### config.mk
export PLATFORM = sky130hd
export DESIGN_NAME = port1_external_memory_interface
export DESIGN_NICKNAME = d
export VERILOG_FILES = /design/src/rtl/ext_mem_pkg.sv /design/src/rtl/port1_pad_ctrl.sv /design/src/rtl/ext_access_seq.sv /design/src/rtl/port1_external_memory_interface.sv
export SDC_FILE = /design/constraint.sdc
export NUM_CORES = 1
export LEC_CHECK = 0
export ABC_AREA = 0
export BUFFER_PORTS_ARGS = -buffer_cell sky130_fd_sc_hd__buf_2
export CELL_PAD_IN_SITES_DETAIL_PLACEMENT = 1
export CELL_PAD_IN_SITES_GLOBAL_PLACEMENT = 2
export CORE_AREA = 2 2 154 156
export DETAILED_ROUTE_END_ITERATION = 10
export DIE_AREA = 0 0 156 158
export PLACE_DENSITY_LB_ADDON = 0.1
export RECOVER_POWER = 100
export SYNTH_ARGS = -nofsm -noshare
export SYNTH_HDL_FRONTEND = slang
export SYNTH_SLANG_ARGS = --single-unit
### constraint.sdc
create_clock -name mclk -period 1.99 [get_ports mclk]
set_input_delay 0.398 -clock mclk [delete_from_list [all_inputs] [get_ports mclk]]
set_output_delay 0.398 -clock mclk [all_outputs]
set_load 0.01 [all_outputs]
### src/rtl/ext_mem_pkg.sv
package ext_mem_pkg;
  // Clock and timing, times in picoseconds
  localparam int CLK_PS = 25000;
  localparam int AS_LOW_PS = 55000;
  localparam int AS_TO_DS_PS = 65000;
  localparam int DS_READ_PS = 200000;
  localparam int DS_WRITE_PS = 110000;
  localparam int DS_RECOVER_PS = 55000;
  localparam int INPUT_CLOCK_PERIOD_PS = 62500;
  localparam int EXT_TIMING_PS = 2 * INPUT_CLOCK_PERIOD_PS;
  // Least times round up to whole cycles
  localparam int AS_LOW_CYC = (AS_LOW_PS + CLK_PS - 1) / CLK_PS;
  localparam int AS_TO_DS_CYC = (AS_TO_DS_PS + CLK_PS - 1) / CLK_PS;
  localparam int DS_READ_CYC = (DS_READ_PS + CLK_PS - 1) / CLK_PS;
  localparam int DS_WRITE_CYC = (DS_WRITE_PS + CLK_PS - 1) / CLK_PS;
  localparam int DS_RECOVER_CYC = (DS_RECOVER_PS + CLK_PS - 1) / CLK_PS;
  localparam int EXT_TIMING_CYC = (EXT_TIMING_PS + CLK_PS - 1) / CLK_PS;

  // APB byte offsets
  localparam logic [7:0] CTRL_OFS = 8'h00;
  localparam logic [7:0] P1_DIR_OFS = 8'h04;
  localparam logic [7:0] P1_OUT_OFS = 8'h08;
  localparam logic [7:0] P1_IN_OFS = 8'h0C;
  localparam logic [7:0] ADDR_OFS = 8'h10;
  localparam logic [7:0] WDATA_OFS = 8'h14;
  localparam logic [7:0] CMD_OFS = 8'h18;
  localparam logic [7:0] RDATA_OFS = 8'h1C;

  // Control register fields
  localparam int MODE_LSB = 0;
  localparam int OPEN_DRAIN_BIT = 2;
  localparam int EXT_TIMING_BIT = 3;
  localparam int DM_ENABLE_BIT = 4;
  localparam int PROTECT_BIT = 5;
  localparam int EXEC_EXTERNAL_BIT = 6;
  localparam int P0_ADDR_BIT = 7;
  localparam logic [7:0] CTRL_RESET = 8'h00;
  localparam logic [1:0] MODE_IO = 2'h0;
  localparam logic [1:0] MODE_ADDR_DATA = 2'h1;
  localparam logic [1:0] MODE_HANDSHAKE = 2'h2;

  // Command fields (write) and status fields (read)
  localparam int CMD_WRITE_BIT = 0;
  localparam int CMD_DATA_SPACE_BIT = 1;
  localparam int STAT_BUSY_BIT = 0;
  localparam int STAT_BLOCKED_BIT = 1;
  localparam int STAT_HS_PEND_BIT = 2;
  localparam int STAT_INTERNAL_BIT = 3;

  // One external access request
  typedef struct packed {
    logic [15:0] addr;
    logic [7:0] wdata;
    logic isWrite;
    logic dataSpace;
  } access_req_t;

  typedef enum logic [2:0] {
    SEQ_IDLE = 3'b000,
    SEQ_ADDR = 3'b001,
    SEQ_AHOLD = 3'b010,
    SEQ_DATA = 3'b011,
    SEQ_RECOVER = 3'b100
  } seq_state_t;

  typedef enum logic [1:0] {
    HS_IDLE = 2'b00,
    HS_WAIT_READY = 2'b01,
    HS_WAIT_RELEASE = 2'b10
  } hs_state_t;
endpackage

### src/rtl/port1_pad_ctrl.sv
`timescale 1ns/100ps
module port1_pad_ctrl
  import ext_mem_pkg::*;
#(
  parameter int WIDTH = 8
)(
  input wire logic mclk,
  input wire logic rst_n,
  input wire logic [WIDTH-1:0] value,
  input wire logic [WIDTH-1:0] drive,
  input wire logic openDrain,
  output logic [WIDTH-1:0] padOut,
  output logic [WIDTH-1:0] padOe
);
  // Per line: open drain only ever drives low, releasing for a one
  genvar i;
  generate
    for (i = 0; i < WIDTH; i++)
    begin : g_line
      always_ff @(posedge mclk)
      begin
        if (!rst_n)
        begin
          padOut[i] <= 1'b0;
          padOe[i] <= 1'b0;
        end
        else
        begin
          padOut[i] <= value[i];
          padOe[i] <= drive[i] & (~openDrain | ~value[i]);
        end
      end
    end
  endgenerate
endmodule

### src/rtl/ext_access_seq.sv
`timescale 1ns/100ps
module ext_access_seq
  import ext_mem_pkg::*;
(
  input wire logic mclk,
  input wire logic rst_n,
  input wire logic start,
  input wire access_req_t req,
  input wire logic extTiming,
  input wire logic [7:0] busIn,
  output logic addressStrobe_n,
  output logic dataStrobe_n,
  output logic readWrite,
  output logic dataMemSelect_n,
  output logic [7:0] busOut,
  output logic busDrive,
  output logic [7:0] addrHigh,
  output logic [7:0] readData,
  output logic busy,
  output logic done
);
  seq_state_t state_reg;
  logic [3:0] count_reg;
  logic [3:0] dsLen;

  // Stretch the data strobe by two input clock periods when asked
  always_comb
  begin
    dsLen = req.isWrite ? 4'(DS_WRITE_CYC) : 4'(DS_READ_CYC);
    if (extTiming)
      dsLen = dsLen + 4'(EXT_TIMING_CYC);
  end

  // Phase sequencing; request must stay stable while busy
  always_ff @(posedge mclk)
  begin
    if (!rst_n)
    begin
      state_reg <= SEQ_IDLE;
      count_reg <= 4'h0;
    end
    else if (state_reg == SEQ_IDLE)
    begin
      count_reg <= 4'h1;
      if (start)
        state_reg <= SEQ_ADDR;
    end
    else
    begin
      count_reg <= count_reg + 4'h1;
      case (state_reg)
        SEQ_ADDR:
          if (count_reg == 4'(AS_LOW_CYC))
          begin
            state_reg <= SEQ_AHOLD;
            count_reg <= 4'h1;
          end
        SEQ_AHOLD:
          if (count_reg == 4'(AS_TO_DS_CYC))
          begin
            state_reg <= SEQ_DATA;
            count_reg <= 4'h1;
          end
        SEQ_DATA:
          if (count_reg == dsLen)
          begin
            state_reg <= SEQ_RECOVER;
            count_reg <= 4'h1;
          end
        SEQ_RECOVER:
          if (count_reg == 4'(DS_RECOVER_CYC))
            state_reg <= SEQ_IDLE;
        default:
          state_reg <= SEQ_IDLE;
      endcase
    end
  end

  // Strobes: address strobe low during address phase, then data strobe
  always_ff @(posedge mclk)
  begin
    if (!rst_n)
    begin
      addressStrobe_n <= 1'b1;
      dataStrobe_n <= 1'b1;
    end
    else
    begin
      addressStrobe_n <= !((state_reg == SEQ_IDLE && start) ||
        (state_reg == SEQ_ADDR && count_reg != 4'(AS_LOW_CYC)));
      dataStrobe_n <= !((state_reg == SEQ_AHOLD &&
        count_reg == 4'(AS_TO_DS_CYC)) ||
        (state_reg == SEQ_DATA && count_reg != dsLen));
    end
  end

  // Qualifiers set with the address, held through recovery
  always_ff @(posedge mclk)
  begin
    if (!rst_n)
    begin
      readWrite <= 1'b1;
      dataMemSelect_n <= 1'b1;
      addrHigh <= 8'h00;
    end
    else if (state_reg == SEQ_IDLE && start)
    begin
      readWrite <= !req.isWrite;
      dataMemSelect_n <= !req.dataSpace;
      addrHigh <= req.addr[15:8];
    end
    else if (state_reg == SEQ_RECOVER && count_reg == 4'(DS_RECOVER_CYC))
    begin
      readWrite <= 1'b1;
      dataMemSelect_n <= 1'b1; // Idle reads as program space
    end
  end

  // Multiplexed bus: low address byte, then write data or float
  always_ff @(posedge mclk)
  begin
    if (!rst_n)
    begin
      busOut <= 8'h00;
      busDrive <= 1'b0;
    end
    else if (state_reg == SEQ_IDLE && start)
    begin
      busOut <= req.addr[7:0];
      busDrive <= 1'b1;
    end
    else if (state_reg == SEQ_ADDR && count_reg == 4'(AS_LOW_CYC))
    begin
      busOut <= req.wdata;
      busDrive <= req.isWrite;
    end
    else if (state_reg == SEQ_RECOVER && count_reg == 4'(DS_RECOVER_CYC))
      busDrive <= 1'b0;
  end

  // Read data captured on the last data-strobe cycle
  always_ff @(posedge mclk)
  begin
    if (!rst_n)
    begin
      readData <= 8'h00;
      done <= 1'b0;
      busy <= 1'b0;
    end
    else
    begin
      if (state_reg == SEQ_DATA && count_reg == dsLen && !req.isWrite)
        readData <= busIn;
      done <= state_reg == SEQ_RECOVER &&
        count_reg == 4'(DS_RECOVER_CYC);
      busy <= (state_reg == SEQ_IDLE) ? start :
        !(state_reg == SEQ_RECOVER && count_reg == 4'(DS_RECOVER_CYC));
    end
  end
endmodule

### src/rtl/port1_external_memory_interface.sv
// Contract
// - Port 1 is 8 lines, each input or output, or a multiplexed bus.
// - Beyond 256 locations, Port 0 carries upper address, Port 1 low byte.
// - Port 1 outputs globally push-pull or open-drain; inputs hysteretic.
// - Handshake mode: port3_line3 is ready, port3_line4 is data available.
// - Optional active-low data memory select on port3_line4.
// - Program constant load keeps select high; external data load drives low.
// - With internal program memory, data space starts at 4096/8192/16384.
// - Program and data may share space; select is the only qualifier.
// - Extended timing lengthens each access by two input clock periods.
// - Protected and running externally: loads cannot read internal memory.
// - Protected and running internally: loads may read internal memory.
//
// Implementation choices: the APB register port and the placing of the registers.
`timescale 1ns/100ps
module port1_external_memory_interface
  import ext_mem_pkg::*;
#(
  parameter logic [15:0] INTERNAL_ROM_BYTES = 16'h1000,
  parameter logic ROMLESS = 1'b0
)(
  input wire logic mclk,
  input wire logic rst_n,
  input wire logic psel,
  input wire logic penable,
  input wire logic pwrite,
  input wire logic [7:0] paddr,
  input wire logic [31:0] pwdata,
  output logic [31:0] prdata,
  output logic pready,
  output logic pslverr,
  input wire logic [7:0] port1In,
  output logic [7:0] port1Out,
  output logic [7:0] port1Oe,
  output logic [7:0] port0Out,
  output logic port0Oe,
  input wire logic port3Line3,
  output logic port3Line4,
  output logic addressStrobe_n,
  output logic dataStrobe_n,
  output logic readWrite,
  output logic [15:0] romAddr,
  input wire logic [7:0] romData
);
  logic [7:0] ctrl_reg;
  logic [7:0] p1Dir_reg;
  logic [7:0] p1Data_reg;
  logic [15:0] addr_reg;
  logic [7:0] wdata_reg;
  logic isWrite_reg;
  logic dataSpace_reg;
  logic [7:0] rdata_reg;
  logic blocked_reg;
  logic internal_reg;
  logic internalRead_reg;
  hs_state_t hs_reg;
  logic dav_n_reg;
  logic start;
  logic access;
  logic wrEn;
  logic badAccess;
  logic isInternal;
  logic [31:0] readMux;
  logic [1:0] mode;
  access_req_t req;
  logic seqDm_n;
  logic [7:0] seqBus;
  logic seqDrive;
  logic [7:0] seqHigh;
  logic [7:0] seqRead;
  logic seqBusy;
  logic seqDone;
  logic [7:0] padValue;
  logic [7:0] padDrive;

  assign mode = ctrl_reg[MODE_LSB +: 2];
  assign access = psel && penable && !pready;
  assign wrEn = access && pwrite && !badAccess;
  assign req = '{addr: addr_reg, wdata: wdata_reg,
    isWrite: isWrite_reg, dataSpace: dataSpace_reg};

  // Internal program memory covers the low addresses unless romless
  assign isInternal = !ROMLESS && !dataSpace_reg &&
    addr_reg < INTERNAL_ROM_BYTES;

  // Commands are refused while busy or outside address/data mode
  always_comb
  begin
    badAccess = 1'b0;
    case (paddr)
      CTRL_OFS, P1_DIR_OFS, P1_OUT_OFS, P1_IN_OFS, ADDR_OFS, WDATA_OFS,
      RDATA_OFS:
        badAccess = 1'b0;
      CMD_OFS:
        badAccess = pwrite &&
          (seqBusy || mode != MODE_ADDR_DATA);
      default:
        badAccess = 1'b1;
    endcase
  end

  // Software-visible read data
  always_comb
  begin
    readMux = 32'h0000_0000;
    case (paddr)
      CTRL_OFS: readMux[7:0] = ctrl_reg;
      P1_DIR_OFS: readMux[7:0] = p1Dir_reg;
      P1_OUT_OFS: readMux[7:0] = p1Data_reg;
      P1_IN_OFS: readMux[7:0] = port1In;
      ADDR_OFS: readMux[15:0] = addr_reg;
      WDATA_OFS: readMux[7:0] = wdata_reg;
      CMD_OFS:
      begin
        readMux[STAT_BUSY_BIT] = seqBusy || start;
        readMux[STAT_BLOCKED_BIT] = blocked_reg;
        readMux[STAT_HS_PEND_BIT] = hs_reg != HS_IDLE;
        readMux[STAT_INTERNAL_BIT] = internal_reg;
      end
      RDATA_OFS: readMux[7:0] = rdata_reg;
      default: readMux = 32'h0000_0000;
    endcase
  end

  // APB answer: one wait state, then ready with data or error
  always_ff @(posedge mclk)
  begin
    if (!rst_n)
    begin
      pready <= 1'b0;
      pslverr <= 1'b0;
      prdata <= 32'h0000_0000;
    end
    else
    begin
      pready <= access;
      pslverr <= access && badAccess;
      prdata <= (access && !pwrite && !badAccess) ? readMux : 32'h0000_0000;
    end
  end

  // Configuration registers
  always_ff @(posedge mclk)
  begin
    if (!rst_n)
    begin
      ctrl_reg <= CTRL_RESET;
      p1Dir_reg <= 8'h00;
      addr_reg <= 16'h0000;
      wdata_reg <= 8'h00;
    end
    else if (wrEn && !seqBusy)
    begin
      // Address and data are frozen while a bus cycle runs
      case (paddr)
        CTRL_OFS: ctrl_reg <= pwdata[7:0];
        P1_DIR_OFS: p1Dir_reg <= pwdata[7:0];
        ADDR_OFS: addr_reg <= pwdata[15:0];
        WDATA_OFS: wdata_reg <= pwdata[7:0];
        default: ;
      endcase
    end
  end

  // Port 1 output data; in handshake mode a write also opens a transfer
  always_ff @(posedge mclk)
  begin
    if (!rst_n)
      p1Data_reg <= 8'h00;
    else if (wrEn && paddr == P1_OUT_OFS &&
      !(mode == MODE_HANDSHAKE && hs_reg != HS_IDLE))
      p1Data_reg <= pwdata[7:0];
  end

  // Command launch: internal reads never reach the bus, protected or not
  always_ff @(posedge mclk)
  begin
    if (!rst_n)
    begin
      isWrite_reg <= 1'b0;
      dataSpace_reg <= 1'b0;
      start <= 1'b0;
      internalRead_reg <= 1'b0;
    end
    else
    begin
      start <= 1'b0;
      internalRead_reg <= 1'b0;
      if (wrEn && paddr == CMD_OFS)
      begin
        isWrite_reg <= pwdata[CMD_WRITE_BIT];
        dataSpace_reg <= pwdata[CMD_DATA_SPACE_BIT];
        internalRead_reg <= 1'b1;
      end
      else if (internalRead_reg && !(isInternal && !isWrite_reg))
        start <= 1'b1;
    end
  end

  // Memory address follows the address register every cycle, so the
  // combinational memory answer has settled before it is captured
  always_ff @(posedge mclk)
  begin
    if (!rst_n)
      romAddr <= 16'h0000;
    else
      romAddr <= addr_reg;
  end

  // Result of the last access
  always_ff @(posedge mclk)
  begin
    if (!rst_n)
    begin
      rdata_reg <= 8'h00;
      blocked_reg <= 1'b0;
      internal_reg <= 1'b0;
    end
    else if (internalRead_reg)
    begin
      internal_reg <= isInternal && !isWrite_reg;
      blocked_reg <= 1'b0;
      if (isInternal && !isWrite_reg)
      begin
        if (ctrl_reg[PROTECT_BIT] && ctrl_reg[EXEC_EXTERNAL_BIT])
        begin
          blocked_reg <= 1'b1;
          rdata_reg <= 8'h00;
        end
        else
          rdata_reg <= romData;
      end
    end
    else if (seqDone && !isWrite_reg)
      rdata_reg <= seqRead;
  end

  // Handshake: data available low until ready answers, then released
  always_ff @(posedge mclk)
  begin
    if (!rst_n)
    begin
      hs_reg <= HS_IDLE;
      dav_n_reg <= 1'b1;
    end
    else if (mode != MODE_HANDSHAKE)
    begin
      hs_reg <= HS_IDLE;
      dav_n_reg <= 1'b1;
    end
    else
    begin
      case (hs_reg)
        HS_IDLE:
          if (wrEn && paddr == P1_OUT_OFS)
          begin
            hs_reg <= HS_WAIT_READY;
            dav_n_reg <= 1'b0;
          end
        HS_WAIT_READY:
          if (!port3Line3)
          begin
            hs_reg <= HS_WAIT_RELEASE;
            dav_n_reg <= 1'b1;
          end
        HS_WAIT_RELEASE:
          if (port3Line3)
            hs_reg <= HS_IDLE;
        default:
          hs_reg <= HS_IDLE;
      endcase
    end
  end

  // Shared port3_line4: data select outranks handshake in bus mode
  always_ff @(posedge mclk)
  begin
    if (!rst_n)
      port3Line4 <= 1'b1;
    else if (mode == MODE_ADDR_DATA && ctrl_reg[DM_ENABLE_BIT])
      port3Line4 <= seqDm_n;
    else if (mode == MODE_HANDSHAKE)
      port3Line4 <= dav_n_reg;
    else
      port3Line4 <= 1'b1;
  end

  // Upper address on Port 0 only when enabled in bus mode
  always_ff @(posedge mclk)
  begin
    if (!rst_n)
    begin
      port0Out <= 8'h00;
      port0Oe <= 1'b0;
    end
    else
    begin
      port0Out <= seqHigh;
      port0Oe <= mode == MODE_ADDR_DATA && ctrl_reg[P0_ADDR_BIT];
    end
  end

  // Port 1 source: sequencer in bus mode, data register otherwise
  always_comb
  begin
    if (mode == MODE_ADDR_DATA)
    begin
      padValue = seqBus;
      padDrive = {8{seqDrive}};
    end
    else
    begin
      padValue = p1Data_reg;
      padDrive = p1Dir_reg;
    end
  end

  ext_access_seq u_seq (
    .mclk(mclk),
    .rst_n(rst_n),
    .start(start),
    .req(req),
    .extTiming(ctrl_reg[EXT_TIMING_BIT]),
    .busIn(port1In),
    .addressStrobe_n(addressStrobe_n),
    .dataStrobe_n(dataStrobe_n),
    .readWrite(readWrite),
    .dataMemSelect_n(seqDm_n),
    .busOut(seqBus),
    .busDrive(seqDrive),
    .addrHigh(seqHigh),
    .readData(seqRead),
    .busy(seqBusy),
    .done(seqDone)
  );

  port1_pad_ctrl #(
    .WIDTH(8)
  ) u_pad (
    .mclk(mclk),
    .rst_n(rst_n),
    .value(padValue),
    .drive(padDrive),
    .openDrain(ctrl_reg[OPEN_DRAIN_BIT]),
    .padOut(port1Out),
    .padOe(port1Oe)
  );
endmodule

Word level (Yosys, flattened, before mapping)
Index checks and enable logic that the tools add are counted.

word-level totals
  bits in registers = 179
  input port bits = 62
  output and inout bits = 79
  word-level logic and storage cells = 222

operators by class
  reductions and logical operators = 67
  $add $sub $neg = 2
  mux-type cells = 44
  equality and inequality tests = 30
  bitwise logic cells = 26
  $lt $le $gt $ge = 1

operators with widths
  operator                                               count
  two-way mux 8 bit                                      8
  equality test 8 x 5 -> 1 bit, second input constant    4
  case mux 4 bit (8 select lines)                        1
  logical AND 1 bit                                      28
  case mux 4 bit (7 select lines)                        1
  two-way mux 3 bit                                      6
  equality test 8 x 4 -> 1 bit, second input constant    2
  < comparator 16 x 13 -> 1 bit, second input constant   1
  two-way mux 1 bit                                      16
  two-way mux 4 bit                                      4
  inequality test 3 x 1 -> 1 bit, second input constant  4
  case mux 3 bit (4 select lines)                        1
  AND reduction 2 bit                                    6
  zero test 1 bit                                        11
  inequality test 2 bit, second input constant           5
  NOT 1 bit                                              10
  nonzero test 2 bit                                     5
  AND reduction 3 bit                                    3
  bitwise AND 1 bit                                      8
  equality test 8 x 3 -> 1 bit, second input constant    1
  zero test 8 bit                                        1
  OR 1 bit                                               8
  case mux 4 bit (2 select lines)                        1
  OR reduction 2 bit                                     4
  21 further kinds                                       31

Longest topological paths before layout
  depth in word-level cells = 9
  mapped depth = 7
  depth with buffers taken out = 6

Modules after synthesis
From an unflattened synthesis, not the netlist that was laid out.

second synthesis, totals
  cell total of the unflattened synthesis = 709
  area total of the unflattened synthesis = 6877.8 sq um

modules (own cells, without submodules)
  module                           cells each  area each (sq um)  instances  sequential area each (sq um)
  port1_external_memory_interface  487         4712.0             1          2182.1
  ext_access_seq                   180         1669.1             1          760.7
  port1_pad_ctrl                   42          496.7              1          320.3

Least setup slack after synthesis
OpenSTA, ideal clock, no wires.

  path type = register to register
  start point = register u_seq.count_reg[0]
  end point = register u_seq.busDrive
  required time = 1.853 ns
  clock period less this slack = 1.915 ns
  setup time = 0.137 ns
  arrival = 1.778 ns
  path slack = 0.075 ns
  buffers on the path = 2
  stages on the path, launching flop included = 8
  cells stage by stage = dfxtp_1 -> ha_1 -> or3b_2 -> clkbuf_1 -> or3_1 -> clkbuf_1 -> nand3b_1 -> a31oi_1

on the way
  longest elaborated chain between the ends = 4
  elaborated cells between the ends (all ways) = 6
  those cells by class = 1 x eq/ne; 2 x mux; 3 x reduce/logical

ends and longest elaborated chain
  what                            RTL line                                      RTL
  from (decl)                     ext_access_seq.sv:23                          logic [3:0] count_reg;
  from (signal assigned)          ext_access_seq.sv:50                          count_reg <= count_reg + 4'h1;
  equality test 4 x 2 -> 1 bit *  ext_access_seq.sv:132, ext_access_seq.sv:137
  logical AND 1 bit               ext_access_seq.sv:132                         else if (state_reg == SEQ_ADDR && count_reg == 4'(AS_LOW_CYC))
  two-way mux 1 bit               ext_access_seq.sv:132
  two-way mux 1 bit               ext_access_seq.sv:127                         else if (state_reg == SEQ_IDLE && start)
  to (signal assigned)            ext_access_seq.sv:135                         busDrive <= req.isWrite;
  to (decl)                       ext_access_seq.sv:16                          output logic busDrive,

Mark *: on every way between the ends. The rest lies on a longest branch, timed or not.
A chain may end at the register's enable or synchronous reset.

Worst setup path after layout
  start point = register u_seq.count_reg[1]
  end point = register u_seq.busDrive

The elaborated chain is that of the path after synthesis.

==> out/metrics.cfg <==
[cts]
cts_hold_buf = 0
numCtsBuffers = 17
htreeDepth = 4
clock_path_buffers = 2
cts_tree = built
clk_pin_slew_worst_paths_ps = 70
clk_latency_ps = 440
cts_root_buf = clkbuf_16
cts_sinks = 163
cts_setup_buffers = 0
cts_resized = 0

[die]
ios = 141
start_util_pct = 28.3
die_area_um2 = 24600
core.rowCount = 56
core-area_um2 = 23100
fp.dieW_um = 156
die_h_um = 158

[final_layout]
n_antenna_cell = 0
fill_cells = 2721
ff_latch_area_um2 = 3260
multi_input_area_um2 = 2980
drive_gt1_share_pct = 17.0
num-nets-final = 906
final_common_cell = dfxtp_1
syn_to_final_growth_pct = 23.2
layout_common_cells = 162 x dfxtp_1, 138 x nand2_1, 72 x clkbuf_1, 50 x o21ai_0, 44 x buf_2

[synthesis]
synth_top_family_by_area = simple AND/OR/NAND/NOR gates
syn-instance-count = 706
yosys.area_share.simple_pct = 21.9
synthAdderAreaFrac_pct = 0.575
ys_ff_latch = 163
ys.flop_type = dfxtp_1
synth_compound_area_share_pct = 13.3
synth_seq_area_share_pct = 50.0
synth_warnings = 0
synth_enable_flop_cells = 0
syn_avg_cell_area_um2 = 9.24
ys_async_sr_fraction_pct = 0
syn_area_um2 = 6530
synthMuxAreaShare_pct = 7.98
synth_xor_area_share_pct = 0.805
ys_types = 69

[sta]
setup_viol_count_final = 0
rsz0062_at_grt = no
period_share_pct = 93.4
max-slew-margin-rel_pct = 64.3
tns_ps = 0
setup_slack_ps = 132
final-max-slew-violation-count = 0
finalCriticalPeriod_ps = 1860
hold_violations = 0
tightestPinTransition_ps = 534
fmax_ghz = 0.538
skew_ps = 17.2

[critical_path]
startpoint = u_seq.count_reg[1]
crit_path_max_fanout = 5
slowest_delay_ps = 380
critPathKind = flop to flop
crit_path_top_delay_cell = or3b_1
critPathLaunchType = flop
required_ps = 2340
worstSetupEndpointType = flop
cp_cell_sequence = ha_1, or3b_1, buf_6, nor3_4, clkbuf_2, nand2_1, a31oi_1
r2r_start = u_seq.count_reg[1]
worstPathArrival_ps = 2200

[placement]
post-place-ws_ps = -44.9
routabilityCongestion = 0.794
numPortBuffers = 108
dp.final_hpwl_um = 15500

[route]
wl_per_cell_um = 18.8
route.antenna.remaining_nets = 0
drc = 0
vias_per_cell = 4.84
postRouteWirelength_um = 21500
via_count = 5532
first_pass_iters = 5
drt-initial-drc-count = 235

[run_status]
outcome = finished, final reports clean

[run]
drv_cap = 0

[global_routing]
grt-ovfl-total = 0
grt_start_max_net_pins = 95
grt_pass1_wl_um = 33000
first_global_vias = 5536
grt_usage_pct = 17.9
antenna_found_initial = 0

[power_and_ir_drop]
power.density_nw_per_um2 = 838
ir_worst_vdd_mv = 0.498
p_leak_uw = 0.00304

[hold_path]
hold_path.startpoint = port3Line3
hp-class = input pin to flop

## layer usage
metal / share of wire (%) / routed length (um) / GRT usage [%]
met5: 0 / 0 / 0
met3: 2.8 / 594 / 3.20
met4: 0.78 / 167 / 4.72
met1: 50 / 10800 / 24.5
met2: 46 / 9940 / 29.0
## power breakdown
part           leakage (uW)  switching [uW]  internal, uW  total [uW]
clock              0.000263            1540          1660        3190
combinational       0.00146             182          96.9         279
sequential          0.00131            1.74          3260        3260
total               0.00304            1720          5020        6740
## logic make-up (layout without fill, tap and decap cells)
logic type	Yosys count	in the layout
xor+xnor	6	6
buf+inv	70	203
fa+ha+maj	3	3
mux	47	47
simple gates	287	287
other cells	1	16
flops	163	163
compound gates	129	129
## Yosys cell counts, types with 5 or more instances
cell type / n / area share [%]
mux2_2: 10 / 1.7
o21ai_0: 50 / 3.8
dfxtp_1: 163 / 50
nand3_1: 34 / 2.6
a21oi_1: 19 / 1.5
a31oi_1: 12 / 1.2
a221oi_1: 11 / 1.5
nand2_1: 138 / 7.9
mux2i_1: 34 / 5.2
and3_1: 5 / 0.48
nor2_1: 19 / 1.1
inv_1: 7 / 0.40
a311oi_1: 6 / 0.81
buf_2: 9 / 0.69
nor3_1: 6 / 0.46
and2_1: 38 / 3.6
nand3b_1: 5 / 0.58
buf_4: 17 / 2.0
clkbuf_1: 30 / 1.7
## layout make-up
| cell class | count | area share [%] |
|---|---|---|
| inverters | 8 | 0.373 |
| clock inverters | 15 | 1.71 |
| multi-input cells | 488 | 37.0 |
| clock buffers | 17 | 5.29 |
| flip-flops and latches | 163 | 40.6 |
| repair buffers | 163 | 10.5 |
| well taps | 290 | 4.51 |
## worst max-delay path: cells and delay by family, from the launching register on
family / cells / cell delay (ps)
simple gates: 3 / 710
buf+inv: 2 / 410
flops: 1 / 350
fa+ha+maj: 1 / 160
compound gates: 1 / 150
## per-stage QoR
| stage | hold slack, ps | power [uW] | utilization (%) | area, um2 | std cells |
|---|---|---|---|---|---|
| 2_1_floorplan | 429 | 3500 | - | 6580 | 721 |
| 3_3_place_gp | 437 | 3630 | 33.1 | 7640 | 1111 |
| 3_5_place_dp | 445 | 3630 | 33.1 | 7640 | 1111 |
| 4_1_cts | 146 | 6840 | 35.6 | 8200 | 1143 |
| 5_1_grt | 165 | 7020 | 34.9 | 8040 | 1144 |
| 6_report | 158 | 6740 | 34.9 | 8040 | 1144 |
## final timing paths
| check | slack (ps) | endpoint | cells after the start |
|---|---|---|---|
| max reg2reg | 130 | u_seq.busDrive | 7 |
| max | 130 | u_seq.busDrive | 7 |
| min reg2reg | 450 | u_seq.addrHigh[7] | 2 |
| min | 160 | hs_reg[1] | 2 |
Power figures use the tool's default switching activity.
